File: src/hw/ddrc_pkg.sv
package ddrc_pkg;

    // Own clock and the command clock made from it by division.
    localparam int MCLK_PS = 20000;
    localparam int CK_HALF_MCLK = 2;
    localparam int TCK_PS = MCLK_PS * CK_HALF_MCLK * 2;

    // Fixed burst length in data beats and write latency in command clock cycles.
    localparam int BL = 8;
    localparam int CWL = 5;

    // Minimum times as printed, in picoseconds, and cycle floors.
    localparam int RTP_PS = 7500;
    localparam int RTP_FLOOR = 4;
    localparam int WTR_PS = 7500;
    localparam int WTR_FLOOR = 4;
    localparam int WR_PS = 15000;
    localparam int MRD_FLOOR = 4;
    localparam int MOD_PS = 15000;
    localparam int MOD_FLOOR = 12;
    localparam int CCD_FLOOR = 4;
    localparam int MPRR_FLOOR = 1;
    // Speed grade values, plain defaults.
    localparam int RCD_PS = 15000;
    localparam int RP_PS = 15000;
    localparam int RC_PS = 52500;

    function automatic int ck_ceil(input int ps, input int floor_ck);
        int n;
        n = (ps + TCK_PS - 1) / TCK_PS;
        ck_ceil = (n > floor_ck) ? n : floor_ck;
    endfunction

    localparam logic [5:0] RTP_CK = 6'(ck_ceil(RTP_PS, RTP_FLOOR));
    localparam logic [5:0] WTR_CK = 6'(ck_ceil(WTR_PS, WTR_FLOOR));
    localparam logic [5:0] WR_CK = 6'(ck_ceil(WR_PS, 1));
    localparam logic [5:0] MRD_CK = 6'(MRD_FLOOR);
    localparam logic [5:0] MOD_CK = 6'(ck_ceil(MOD_PS, MOD_FLOOR));
    localparam logic [5:0] CCD_CK = 6'(CCD_FLOOR);
    localparam logic [5:0] MPRR_CK = 6'(MPRR_FLOOR);
    localparam logic [5:0] RCD_CK = 6'(ck_ceil(RCD_PS, 1));
    localparam logic [5:0] RP_CK = 6'(ck_ceil(RP_PS, 1));
    localparam logic [5:0] RC_CK = 6'(ck_ceil(RC_PS, 1));
    localparam logic [5:0] DAL_CK = 6'(ck_ceil(WR_PS, 1) + ck_ceil(RP_PS, 1));
    // Gaps counted from a write command through the end of its data; RD_ACT_CK from a read.
    localparam logic [5:0] WDATA_CK = 6'(CWL + BL / 2);
    localparam logic [5:0] WR_RD_CK = 6'(CWL + BL / 2 + ck_ceil(WTR_PS, WTR_FLOOR));
    localparam logic [5:0] WR_PRE_CK = 6'(CWL + BL / 2 + ck_ceil(WR_PS, 1));
    localparam logic [5:0] WR_ACT_CK = 6'(CWL + BL / 2 + ck_ceil(WR_PS, 1) + ck_ceil(RP_PS, 1));
    localparam logic [5:0] RD_ACT_CK = 6'(ck_ceil(RTP_PS, RTP_FLOOR) + ck_ceil(RP_PS, 1));
    // A single frame counter drives the strobe, so a write waits until the last frame ends.
    localparam logic [5:0] WR_WR_CK = 6'(CWL + 1 + BL / 2);

    // Write strobe frame, in half command clock cycles, counting the issue edge as 1.
    localparam logic [5:0] WSTB_LEAD = 6'(2 * CWL - 1);
    localparam logic [5:0] WSTB_BURST = 6'(2 * CWL + 1);
    localparam logic [5:0] WSTB_TAIL = 6'(2 * CWL + 1 + BL);
    localparam logic [5:0] WSTB_END = 6'(2 * CWL + 2 + BL);

    localparam logic [1:0] DIV_LAST = 2'(CK_HALF_MCLK - 1);

    // Chip select, row strobe, column strobe, write enable; all active low.
    localparam logic [3:0] PIN_NOP = 4'h7;
    localparam logic [3:0] PIN_ACT = 4'h3;
    localparam logic [3:0] PIN_RD = 4'h5;
    localparam logic [3:0] PIN_WR = 4'h4;
    localparam logic [3:0] PIN_PRE = 4'h2;
    localparam logic [3:0] PIN_REF = 4'h1;
    localparam logic [3:0] PIN_MRS = 4'h0;

    typedef enum logic [2:0] {
        CMD_NOP, CMD_ACT, CMD_RD, CMD_WR, CMD_PRE, CMD_REF, CMD_MRS
    } ddrc_cmd_t;

    typedef struct packed {
        logic valid;
        ddrc_cmd_t cmd;
        logic [2:0] bank;
        logic [13:0] addr;
        logic auto_pre;
        logic mpr_exit;
    } ddrc_req_t;

    typedef struct packed {
        logic [3:0] ctl_n;
        logic [2:0] ba;
        logic [13:0] addr;
    } ddrc_pins_t;

    typedef struct packed {
        logic [1:0] cnt;
        logic ck;
        logic rise;
        logic fall;
    } ddrc_div_t;

    typedef struct packed {
        logic [7:0][5:0] act_cnt;
        logic [7:0][5:0] col_cnt;
        logic [7:0][5:0] pre_cnt;
        logic [5:0] ccd;
        logic [5:0] wtr;
        logic [5:0] ww;
        logic [5:0] mrd;
        logic [5:0] mod;
        logic [5:0] mprr;
        logic [5:0] wstb;
        logic dqs;
        logic dqs_oe;
        logic accept;
        ddrc_pins_t pins;
    } ddrc_state_t;

endpackage

File: src/hw/ddrc_ck_div.sv
`timescale 1ns/1ps
module ddrc_ck_div (
    input wire logic mclk_in,
    input wire logic sys_rst_in,
    output logic ck_out,
    output logic rise_out,
    output logic fall_out
);
    ddrc_pkg::ddrc_div_t st_reg;
    ddrc_pkg::ddrc_div_t st_next;

    always_comb begin
        st_next = st_reg;
        st_next.rise = 1'b0;
        st_next.fall = 1'b0;
        if (st_reg.cnt == ddrc_pkg::DIV_LAST) begin
            st_next.cnt = 2'h0;
            st_next.ck = ~st_reg.ck;
            st_next.rise = ~st_reg.ck;
            st_next.fall = st_reg.ck;
        end else begin
            st_next.cnt = st_reg.cnt + 2'h1;
        end
    end

    always_ff @(posedge mclk_in or posedge sys_rst_in) begin
        if (sys_rst_in) begin
            st_reg <= '0;
        end else begin
            st_reg <= st_next;
        end
    end

    assign ck_out = st_reg.ck;
    assign rise_out = st_reg.rise;
    assign fall_out = st_reg.fall;
endmodule

File: src/hw/ddrc_cmd_sched.sv
// Notes on behaviour
// - Read to precharge waits four cycles, 7.5ns.
// - Write data end to read waits.
// - Write recovery 15ns; auto-precharge adds precharge time.
// - Four cycles between mode register sets.
// - Mode set update delay before other commands.
// - Column commands at least four cycles apart.
// - One cycle recovery after special register exit.
// - Activate to column delay per bank.
// - Activate to activate row cycle per bank.
// - Write strobe lead and tail driven here.
`timescale 1ns/1ps
module ddrc_cmd_sched (
    input wire logic mclk_in,
    input wire logic sys_rst_in,
    input ddrc_pkg::ddrc_req_t req_in,
    output logic accept_out,
    output logic ck_out,
    output ddrc_pkg::ddrc_pins_t pins_out,
    output logic dqs_out,
    output logic dqs_oe_out
);
    ddrc_pkg::ddrc_state_t st_reg;
    ddrc_pkg::ddrc_state_t st_next;
    logic tick_rise;
    logic tick_fall;
    logic allowed;

    ddrc_ck_div u_div (
        .mclk_in(mclk_in),
        .sys_rst_in(sys_rst_in),
        .ck_out(ck_out),
        .rise_out(tick_rise),
        .fall_out(tick_fall)
    );

    function automatic logic [5:0] dec6(input logic [5:0] x);
        dec6 = (x == 6'h00) ? 6'h00 : x - 6'h01;
    endfunction

    // A counter holds the cycles still to wait after the next edge, so a
    // gap of n cycles loads n-1 and never shortens a longer wait in flight.
    function automatic logic [5:0] hold(input logic [5:0] cur, input logic [5:0] n);
        logic [5:0] v;
        v = dec6(n);
        hold = (v > cur) ? v : cur;
    endfunction

    function automatic logic [3:0] ctl_of(input ddrc_pkg::ddrc_cmd_t c);
        unique case (c)
            ddrc_pkg::CMD_NOP: ctl_of = ddrc_pkg::PIN_NOP;
            ddrc_pkg::CMD_ACT: ctl_of = ddrc_pkg::PIN_ACT;
            ddrc_pkg::CMD_RD: ctl_of = ddrc_pkg::PIN_RD;
            ddrc_pkg::CMD_WR: ctl_of = ddrc_pkg::PIN_WR;
            ddrc_pkg::CMD_PRE: ctl_of = ddrc_pkg::PIN_PRE;
            ddrc_pkg::CMD_REF: ctl_of = ddrc_pkg::PIN_REF;
            ddrc_pkg::CMD_MRS: ctl_of = ddrc_pkg::PIN_MRS;
            default: ctl_of = ddrc_pkg::PIN_NOP;
        endcase
    endfunction

    // Holding commands until every counter that guards them has expired.
    // bank and global counters
    always_comb begin
        logic idle_mode;
        logic [2:0] b;
        idle_mode = (st_reg.mod == 6'h00) && (st_reg.mprr == 6'h00);
        b = req_in.bank;
        unique case (req_in.cmd)
            ddrc_pkg::CMD_ACT: allowed = idle_mode && (st_reg.act_cnt[b] == 6'h00);
            ddrc_pkg::CMD_RD: allowed = idle_mode && (st_reg.col_cnt[b] == 6'h00)
                && (st_reg.ccd == 6'h00) && (st_reg.wtr == 6'h00);
            ddrc_pkg::CMD_WR: allowed = idle_mode && (st_reg.col_cnt[b] == 6'h00)
                && (st_reg.ccd == 6'h00) && (st_reg.ww == 6'h00);
            ddrc_pkg::CMD_PRE: allowed = idle_mode && (st_reg.pre_cnt[b] == 6'h00);
            ddrc_pkg::CMD_REF: allowed = idle_mode && (st_reg.act_cnt == '0);
            ddrc_pkg::CMD_MRS: allowed = (st_reg.mrd == 6'h00) && (st_reg.mprr == 6'h00);
            default: allowed = 1'b0;
        endcase
    end

    always_comb begin
        logic [2:0] b;
        logic [5:0] h;
        b = req_in.bank;
        h = 6'h00;
        st_next = st_reg;
        st_next.accept = 1'b0;
        // Write strobe walks its frame on both command clock edges.
        if (tick_rise || tick_fall) begin
            if (st_reg.wstb != 6'h00) begin
                h = (st_reg.wstb == ddrc_pkg::WSTB_END) ? 6'h00 : st_reg.wstb + 6'h01;
            end
            st_next.wstb = h;
            st_next.dqs_oe = (h >= ddrc_pkg::WSTB_LEAD) && (h <= ddrc_pkg::WSTB_TAIL);
            st_next.dqs = (h >= ddrc_pkg::WSTB_BURST) && (h < ddrc_pkg::WSTB_TAIL) && h[0];
        end
        // Commands change on the falling edge so the device samples mid-cycle.
        if (tick_fall) begin
            for (int i = 0; i < 8; i++) begin
                st_next.act_cnt[i] = dec6(st_reg.act_cnt[i]);
                st_next.col_cnt[i] = dec6(st_reg.col_cnt[i]);
                st_next.pre_cnt[i] = dec6(st_reg.pre_cnt[i]);
            end
            st_next.ccd = dec6(st_reg.ccd);
            st_next.wtr = dec6(st_reg.wtr);
            st_next.ww = dec6(st_reg.ww);
            st_next.mrd = dec6(st_reg.mrd);
            st_next.mod = dec6(st_reg.mod);
            st_next.mprr = dec6(st_reg.mprr);
            st_next.pins.ctl_n = ddrc_pkg::PIN_NOP;
            if (req_in.valid && allowed) begin
                st_next.accept = 1'b1;
                st_next.pins.ctl_n = ctl_of(req_in.cmd);
                st_next.pins.ba = b;
                st_next.pins.addr = req_in.addr;
                unique case (req_in.cmd)
                    ddrc_pkg::CMD_ACT: begin
                        st_next.col_cnt[b] = hold(st_next.col_cnt[b], ddrc_pkg::RCD_CK);
                        st_next.act_cnt[b] = hold(st_next.act_cnt[b], ddrc_pkg::RC_CK);
                    end
                    ddrc_pkg::CMD_RD: begin
                        st_next.pins.addr[10] = req_in.auto_pre;
                        st_next.ccd = hold(st_next.ccd, ddrc_pkg::CCD_CK);
                        st_next.pre_cnt[b] = hold(st_next.pre_cnt[b], ddrc_pkg::RTP_CK);
                        if (req_in.auto_pre) begin
                            st_next.act_cnt[b] = hold(st_next.act_cnt[b], ddrc_pkg::RD_ACT_CK);
                        end
                    end
                    ddrc_pkg::CMD_WR: begin
                        st_next.pins.addr[10] = req_in.auto_pre;
                        st_next.ccd = hold(st_next.ccd, ddrc_pkg::CCD_CK);
                        st_next.ww = hold(st_next.ww, ddrc_pkg::WR_WR_CK);
                        st_next.wtr = hold(st_next.wtr, ddrc_pkg::WR_RD_CK);
                        st_next.pre_cnt[b] = hold(st_next.pre_cnt[b], ddrc_pkg::WR_PRE_CK);
                        if (req_in.auto_pre) begin
                            st_next.act_cnt[b] = hold(st_next.act_cnt[b], ddrc_pkg::WR_ACT_CK);
                        end
                        st_next.wstb = 6'h01;
                    end
                    ddrc_pkg::CMD_PRE: begin
                        st_next.pins.addr[10] = 1'b0;
                        st_next.act_cnt[b] = hold(st_next.act_cnt[b], ddrc_pkg::RP_CK);
                    end
                    ddrc_pkg::CMD_MRS: begin
                        st_next.mrd = hold(st_next.mrd, ddrc_pkg::MRD_CK);
                        st_next.mod = hold(st_next.mod, ddrc_pkg::MOD_CK);
                        if (req_in.mpr_exit) begin
                            st_next.mprr = hold(st_next.mprr, ddrc_pkg::MPRR_CK);
                        end
                    end
                    default: begin
                    end
                endcase
            end
        end
    end

    always_ff @(posedge mclk_in or posedge sys_rst_in) begin
        if (sys_rst_in) begin
            st_reg <= '0;
            st_reg.pins.ctl_n <= ddrc_pkg::PIN_NOP;
        end else begin
            st_reg <= st_next;
        end
    end

    assign accept_out = st_reg.accept;
    assign pins_out = st_reg.pins;
    assign dqs_out = st_reg.dqs;
    assign dqs_oe_out = st_reg.dqs_oe;

    // Helper counters: command clock cycles since the last command of a kind.
    logic [5:0] s_col, s_mrs, s_wr, s_rd, s_act, s_mprx;
    logic [2:0] b_wr, b_rd, b_act;
    logic is_col, is_mrs, is_any;

    assign is_any = accept_out;
    assign is_col = accept_out && ((pins_out.ctl_n == ddrc_pkg::PIN_RD)
        || (pins_out.ctl_n == ddrc_pkg::PIN_WR));
    assign is_mrs = accept_out && (pins_out.ctl_n == ddrc_pkg::PIN_MRS);

    function automatic logic [5:0] sat_inc(input logic [5:0] x);
        sat_inc = (x == 6'h3f) ? x : x + 6'h01;
    endfunction

    always_ff @(posedge mclk_in or posedge sys_rst_in) begin
        if (sys_rst_in) begin
            {s_col, s_mrs, s_wr, s_rd, s_act, s_mprx} <= {6{6'h3f}};
            {b_wr, b_rd, b_act} <= '0;
        end else if (tick_fall) begin
            {s_col, s_mrs, s_wr} <= {sat_inc(s_col), sat_inc(s_mrs), sat_inc(s_wr)};
            {s_rd, s_act, s_mprx} <= {sat_inc(s_rd), sat_inc(s_act), sat_inc(s_mprx)};
        end else if (is_any) begin
            if (is_col) s_col <= 6'h00;
            if (is_mrs) s_mrs <= 6'h00;
            if (is_mrs && req_in.mpr_exit) s_mprx <= 6'h00;
            if (pins_out.ctl_n == ddrc_pkg::PIN_WR) {s_wr, b_wr} <= {6'h00, pins_out.ba};
            if (pins_out.ctl_n == ddrc_pkg::PIN_RD) {s_rd, b_rd} <= {6'h00, pins_out.ba};
            if (pins_out.ctl_n == ddrc_pkg::PIN_ACT) {s_act, b_act} <= {6'h00, pins_out.ba};
        end
    end
endmodule

File: config.mk
export PLATFORM = sky130hd
export DESIGN_NAME = ddrc_cmd_sched
export DESIGN_NICKNAME = d
export VERILOG_FILES = /design/src/hw/ddrc_pkg.sv /design/src/hw/ddrc_ck_div.sv /design/src/hw/ddrc_cmd_sched.sv
export SDC_FILE = /design/constraint.sdc
export NUM_CORES = 1
export LEC_CHECK = 0
export BUFFER_PORTS_ARGS = -buffer_cell sky130_fd_sc_hd__clkbuf_2
export CAP_MARGIN = 30
export CORE_ASPECT_RATIO = 0.75
export CORE_MARGIN = 2
export CORE_UTILIZATION = 26
export CTS_CLUSTER_DIAMETER = 30
export CTS_CLUSTER_SIZE = 20
export DETAILED_ROUTE_END_ITERATION = 7
export PLACE_DENSITY_LB_ADDON = 0.2
export SLEW_MARGIN = 20
export SYNTH_ARGS = -nofsm -noshare
export SYNTH_HDL_FRONTEND = slang
export SYNTH_HIERARCHICAL = 1
export SYNTH_SLANG_ARGS = --single-unit
File: constraint.sdc
create_clock -name mclk_in -period 12.7 [get_ports mclk_in]
set_clock_uncertainty 0.15 [all_clocks]
set_input_delay 2.54 -clock mclk_in [delete_from_list [all_inputs] [get_ports mclk_in]]
set_output_delay 2.54 -clock mclk_in [all_outputs]
set_load 0.03 [all_outputs]
* Yosys cells after proc, flatten, opt, wreduce, memory -nomap -nowiden
Index checks and enable logic that the tools add are counted.
** Storage, ports and cells
- Register bits :: 215
- Bits of input ports :: 25
- Logic and storage cells :: 237
** Cells by class
- Add/sub/neg operators :: 32
- Magnitude comparators :: 18
- Eq/ne operators :: 8
- Mux-type cells :: 84
- Bitwise logic cells :: 1
- Reductions and logical operators :: 53
** Operator list (count)
- 6-bit 2-to-1 mux :: 55
- 48-bit bitwise mux :: 6
- 6-bit logical NOT :: 33
- 186-bit 2-to-1 mux :: 1
- 6-bit by 1-bit subtractor with 6-bit output, second input constant :: 30
- 48-bit 2-to-1 mux :: 3
- 48-bit one-hot mux with 3 select lines :: 1
- 6-bit binary-select mux with 3-bit select :: 6
- 54-bit one-hot mux with 2 select lines :: 1
- 48-bit logical NOT :: 1
- 22-bit 2-to-1 mux :: 2
- 4-bit by 6-bit > comparator with 1-bit output, first input constant :: 5
- 6-bit demux with 3-bit select :: 1
- 1-bit by 6-bit > comparator with 1-bit output, first input constant :: 3
- 2-bit by 6-bit > comparator with 1-bit output, first input constant :: 3
- 18-bit 2-to-1 mux :: 1
- 3-bit one-hot mux with 6 select lines :: 1
- 1-bit logical AND :: 14
- 6-bit by 4-bit greater-or-equal comparator with 1-bit output, second input constant :: 2
- 12-bit 2-to-1 mux :: 1
- 3-bit equality test, second input constant :: 3
- 8-bit 2-to-1 mux :: 1
- 6-bit by 1-bit adder with 6-bit output, second input constant :: 1
- 3-bit by 2-bit equality test with 1-bit output, second input constant :: 2
- other kinds (17) :: 19

* Longest topological paths before layout
- Depth in word-level cells :: 11
- Depth in mapped cells :: 13

* By module
Netlist, hierarchy kept.
** Modules (own cells, without submodules)
- ddrc_cmd_sched :: times used 1, cells each 1850, area an instance 15153.3 um^2, sequential area each 5233.8 um^2
- ddrc_ck_div :: times used 1, cells each 13, area an instance 180.2 um^2, sequential area each 125.1 um^2

* Least setup slack after synthesis
No wires, ideal clock.
- Path kind :: input to register
- Start :: input req_in[18] (netlist name)
- End :: register st_reg[146] (netlist name)
- Arrival :: 4.921 ns
- Data required time :: 12.463 ns
- Path slack :: 7.542 ns
- Cell stages on the path :: 10
- Cell sequence :: buf_2 or3b_1 buf_2 a31oi_1 nor4b_1 and4_4 o41ai_4 nor2_1 or4_1 o211ai_1
** Between the ends
- Word-level cells in the longest chain between the ends :: 9
- Elaborated cells between the ends (all ways) :: 29
- Classes of those cells :: order compare: 3; mux: 15; reduce/logical: 11
** Ends and longest elaborated chain
- start: declaration :: RTL line ddrc_cmd_sched.sv:16 : input ddrc_pkg::ddrc_req_t req_in,
- parallel branches: the longest is 8 deep, another holds 1-bit by 6-bit > comparator with 1-bit output
- 186-bit 2-to-1 mux * :: RTL line ddrc_cmd_sched.sv:112 : if (req_in.valid && allowed) begin
- end signal: assignment :: RTL line ddrc_cmd_sched.sv:164 : st_reg <= st_next;
- end: declaration :: RTL line ddrc_cmd_sched.sv:23 : ddrc_pkg::ddrc_state_t st_reg;
Every way passes the cells marked *. The select of a mux whose other input is x is not followed.
A chain may end at the register's enable or synchronous reset.

* Worst setup path in the final report
- Start :: input req_in[16] (netlist name)
- End :: register st_reg[137] (netlist name)
The elaborated chain is that of the path after synthesis.

==> flow_summary.yaml <==
timing:
  rsz0062_at_grt: "no"
  finalCritPeriodShare_pct: 50.7
  final-setup-viol-count: 0
  tightest_slew_ns: 0.928
  slew_violations: 0
  slew_headroom_pct: 38.2
  setup_tns_ns: 0
  max_freq_mhz: 155
  layout_setup_ws_ns: 6.26
  fin_crit_ns: 6.44
  final_hold_viol_count: 0
power_and_ir_drop:
  leakage_nw: 7.93
  power_frac_seq_pct: 28.0
  power_frac_comb_pct: 16.4
  power.net_switching_uw: 852
  p_int_mw: 2.06
  pwr-share-clk_pct: 55.6
  ir_worst_vdd_v: 0.000106
  power_density_nw_per_um2: 158
  swShare_pct: 29.3
clock_tree:
  numCtsBuffers: 58
  postCtsSetupBuffers: 0
  clockRootBuffer: "clkbuf_16"
  cts_tree: "built"
  ctsHoldBuffers: 0
  clock_latency_ns: 0.59
  cts.sinks: 214
  htree_levels: 2
  cts.clk_slew.worst_paths_ns: 0.05
  cts_buffer_depth: 3
  cts-resized-gates: 0
worst_setup_path:
  cp.arrival_ns: 6.79
  rr_endpoint: "st_reg[192]$_DFFE_PP0P_"
  cp_slowest_cell: "nor4_1"
  endpoint_kind: "flop"
  crit_chain: "clkbuf_2, buf_4, inv_1, nor4_1, nor3_1, nor4_1, o41ai_2, nand2_1, nand2_1, inv_2, nand3_1, o221ai_1"
  start_kind: "input port"
  r2r_setup_slack_ns: 8.21
  critPathMaxFanout: 33
  critPathRequiredTime_ns: 13.04
  max_stage_delay_ns: 0.86
  r2r_cells: 11
  rr_startpoint: "st_reg[192]$_DFFE_PP0P_"
  worstSetupPathType: "in -> reg"
layout:
  drive_gt1_share_pct: 14.2
  stdcell_area_um2: 18500
  n_antenna_cell: 0
  largest_reg_flops: 186
  final_nets: 1963
  area_delta_synth_final_pct: 20.3
  stdcell_count: 2724
  multiInputGateArea_um2: 9070
  fill_cells: 6298
  seq_area_um2: 5360
drt:
  drc: 0
  avgRoutedWirePerCell_um: 19.7
  routed_wl_um: 53600
  ant_nets: 0
  first_pass_iters: 8
  drt_iter0_drc: 1390
  vias: 14606
  viasPerCell: 5.36
logic_synthesis:
  synth_most_common_cell: "dfrtp_1"
  synth_top_cells_by_count: "dfrtp_1, nand2_1, nor2_1"
  synthTopCellsByArea: "dfrtp_1, nand2_1, o21ai_0, ha_1, a21oi_1"
  synthFlopType: "dfrtp_1"
  synth-adder-area-share_pct: 4.32
  synth_top_family_by_area: "simple AND/OR/NAND/NOR gates"
  synth_mux_area_share_pct: 5.17
  synth_top_area_share_pct: 34.4
  synthXorXnorAreaFrac_pct: 2.39
  synthesis.nets: 1941
  yosysSeqAreaShare_pct: 34.9
  async_reset_ff_share_pct: 100
  netlist_instances: 1863
  yosys.area.top_type: "dfrtp_1"
  synth_edf_count: 0
  ys.warnings.count: 6
  synth_area_um2: 15300
  synth.distinct_cells: 101
  synth_compound_area_share_pct: 22.8
  ys_ff_latch: 214
  avgSynthCellArea_um2: 8.23
  synthSimpleGateAreaFrac_pct: 24.4
min_path:
  hold_end: "pins_out[4]$_DFFE_PP0P_"
  min_from: "pins_out[4]$_DFFE_PP0P_"
  hold_depth: 2
  hold_path.class: "reg -> reg"
floorplan:
  num_rows: 77
  core_area_um2: 58600
  fp.dieArea_um2: 61000
  ioPinCount: 50
  die_y_um: 214
  die_width_um: 284
  start_util_pct: 26.2
placement:
  place.gp.congestion: 0.868
  dp.cells: 2614
  dp_hpwl_um: 36200
  dp_slack_ns: 5.74
  dpl_cell_area_um2: 16300
  io_buffers: 47
global_route:
  grt_pass1_vias: 14001
  grt_pass1_wl_um: 84000
  grt_max_degree: 88
  track_usage_pct: 17.3
  overflow: 0
  antenna_found_initial: 1
flow_run:
  max_cap_violations: 0
run_status:
  status: "complete, no violations"
final cells by class:
| class | instances | area share [%] |
|---|---|---|
| Timing Repair Buffer | 81 | 2.71 |
| Clock inverter | 37 | 2.87 |
| Tap cell | 790 | 5.36 |
| Sequential cell | 214 | 29.1 |
| Inverter | 97 | 2.02 |
| Multi-Input combinational cell | 1433 | 49.2 |
| Clock buffer | 72 | 8.81 |
metal layers:
metal | wire length, um | GRT usage [%]
met5 | 0 | 0
met4 | 981 | 3.98
met3 | 4000 | 3.19
met2 | 21600 | 24.1
met1 | 27000 | 27.2
power by group through the flow:
stage               sequential, mW  clock, mW  combinational (mW)
floorplan                    0.802          0               0.353
global placement             0.822          0               0.464
detailed placement           0.823          0               0.469
CTS                          0.813       1.65               0.471
global route                 0.825       1.69               0.527
finish                       0.815       1.62               0.476
logic make-up after synthesis:
family / Yosys count
multiplexers: 68
other: 1
AND/OR/NAND/NOR: 736
adder cells (fa/ha/maj): 53
AO/OA/AOI/OAI: 534
XOR/XNOR: 41
buffers and inverters: 216
flip-flops: 214
worst max path at each step:
stage,startpoint,end,slack (ns),cells after the start
after floorplan,sys_rst_in,accept_out$_DFF_PP0_,4.31,1
after global placement,req_in[16],st_reg[192]$_DFFE_PP0P_,5.72,11
after detailed placement,req_in[16],st_reg[137]$_DFFE_PP0P_,5.74,12
after CTS,req_in[16],st_reg[137]$_DFFE_PP0P_,6.33,12
after global routing,req_in[16],st_reg[137]$_DFFE_PP0P_,6.06,12
final,req_in[16],st_reg[137]$_DFFE_PP0P_,6.26,12
stage by stage:
step	hold WS, ns	utilization [%]	power [mW]
after floorplan	0.290	-	1.16
after global placement	0.300	27.8	1.29
after detailed placement	0.306	27.8	1.29
after CTS	0.317	31.5	2.93
after global routing	0.338	31.5	3.05
final	0.312	31.5	2.91
cell usage in the layout (no fill, tap or decap), types with 29 or more instances in the layout:
cell type,count
nand2b_1,32
nor3_1,79
o31ai_1,30
clkbuf_2,47
a21oi_1,130
dfrtp_1,210
mux2i_1,34
a31oi_1,29
nand3_1,49
buf_4,32
inv_1,93
o21ai_0,136
clkbuf_16,59
nor2_1,172
ha_1,53
nand2_1,203
critical path: cells and delay by family:
| kind | cells | cell delay [ns] |
|---|---|---|
| simple gates | 6 | 2.07 |
| buf+inv | 4 | 1.64 |
| compound gates | 2 | 0.48 |
(Power assumes the default switching activity.)
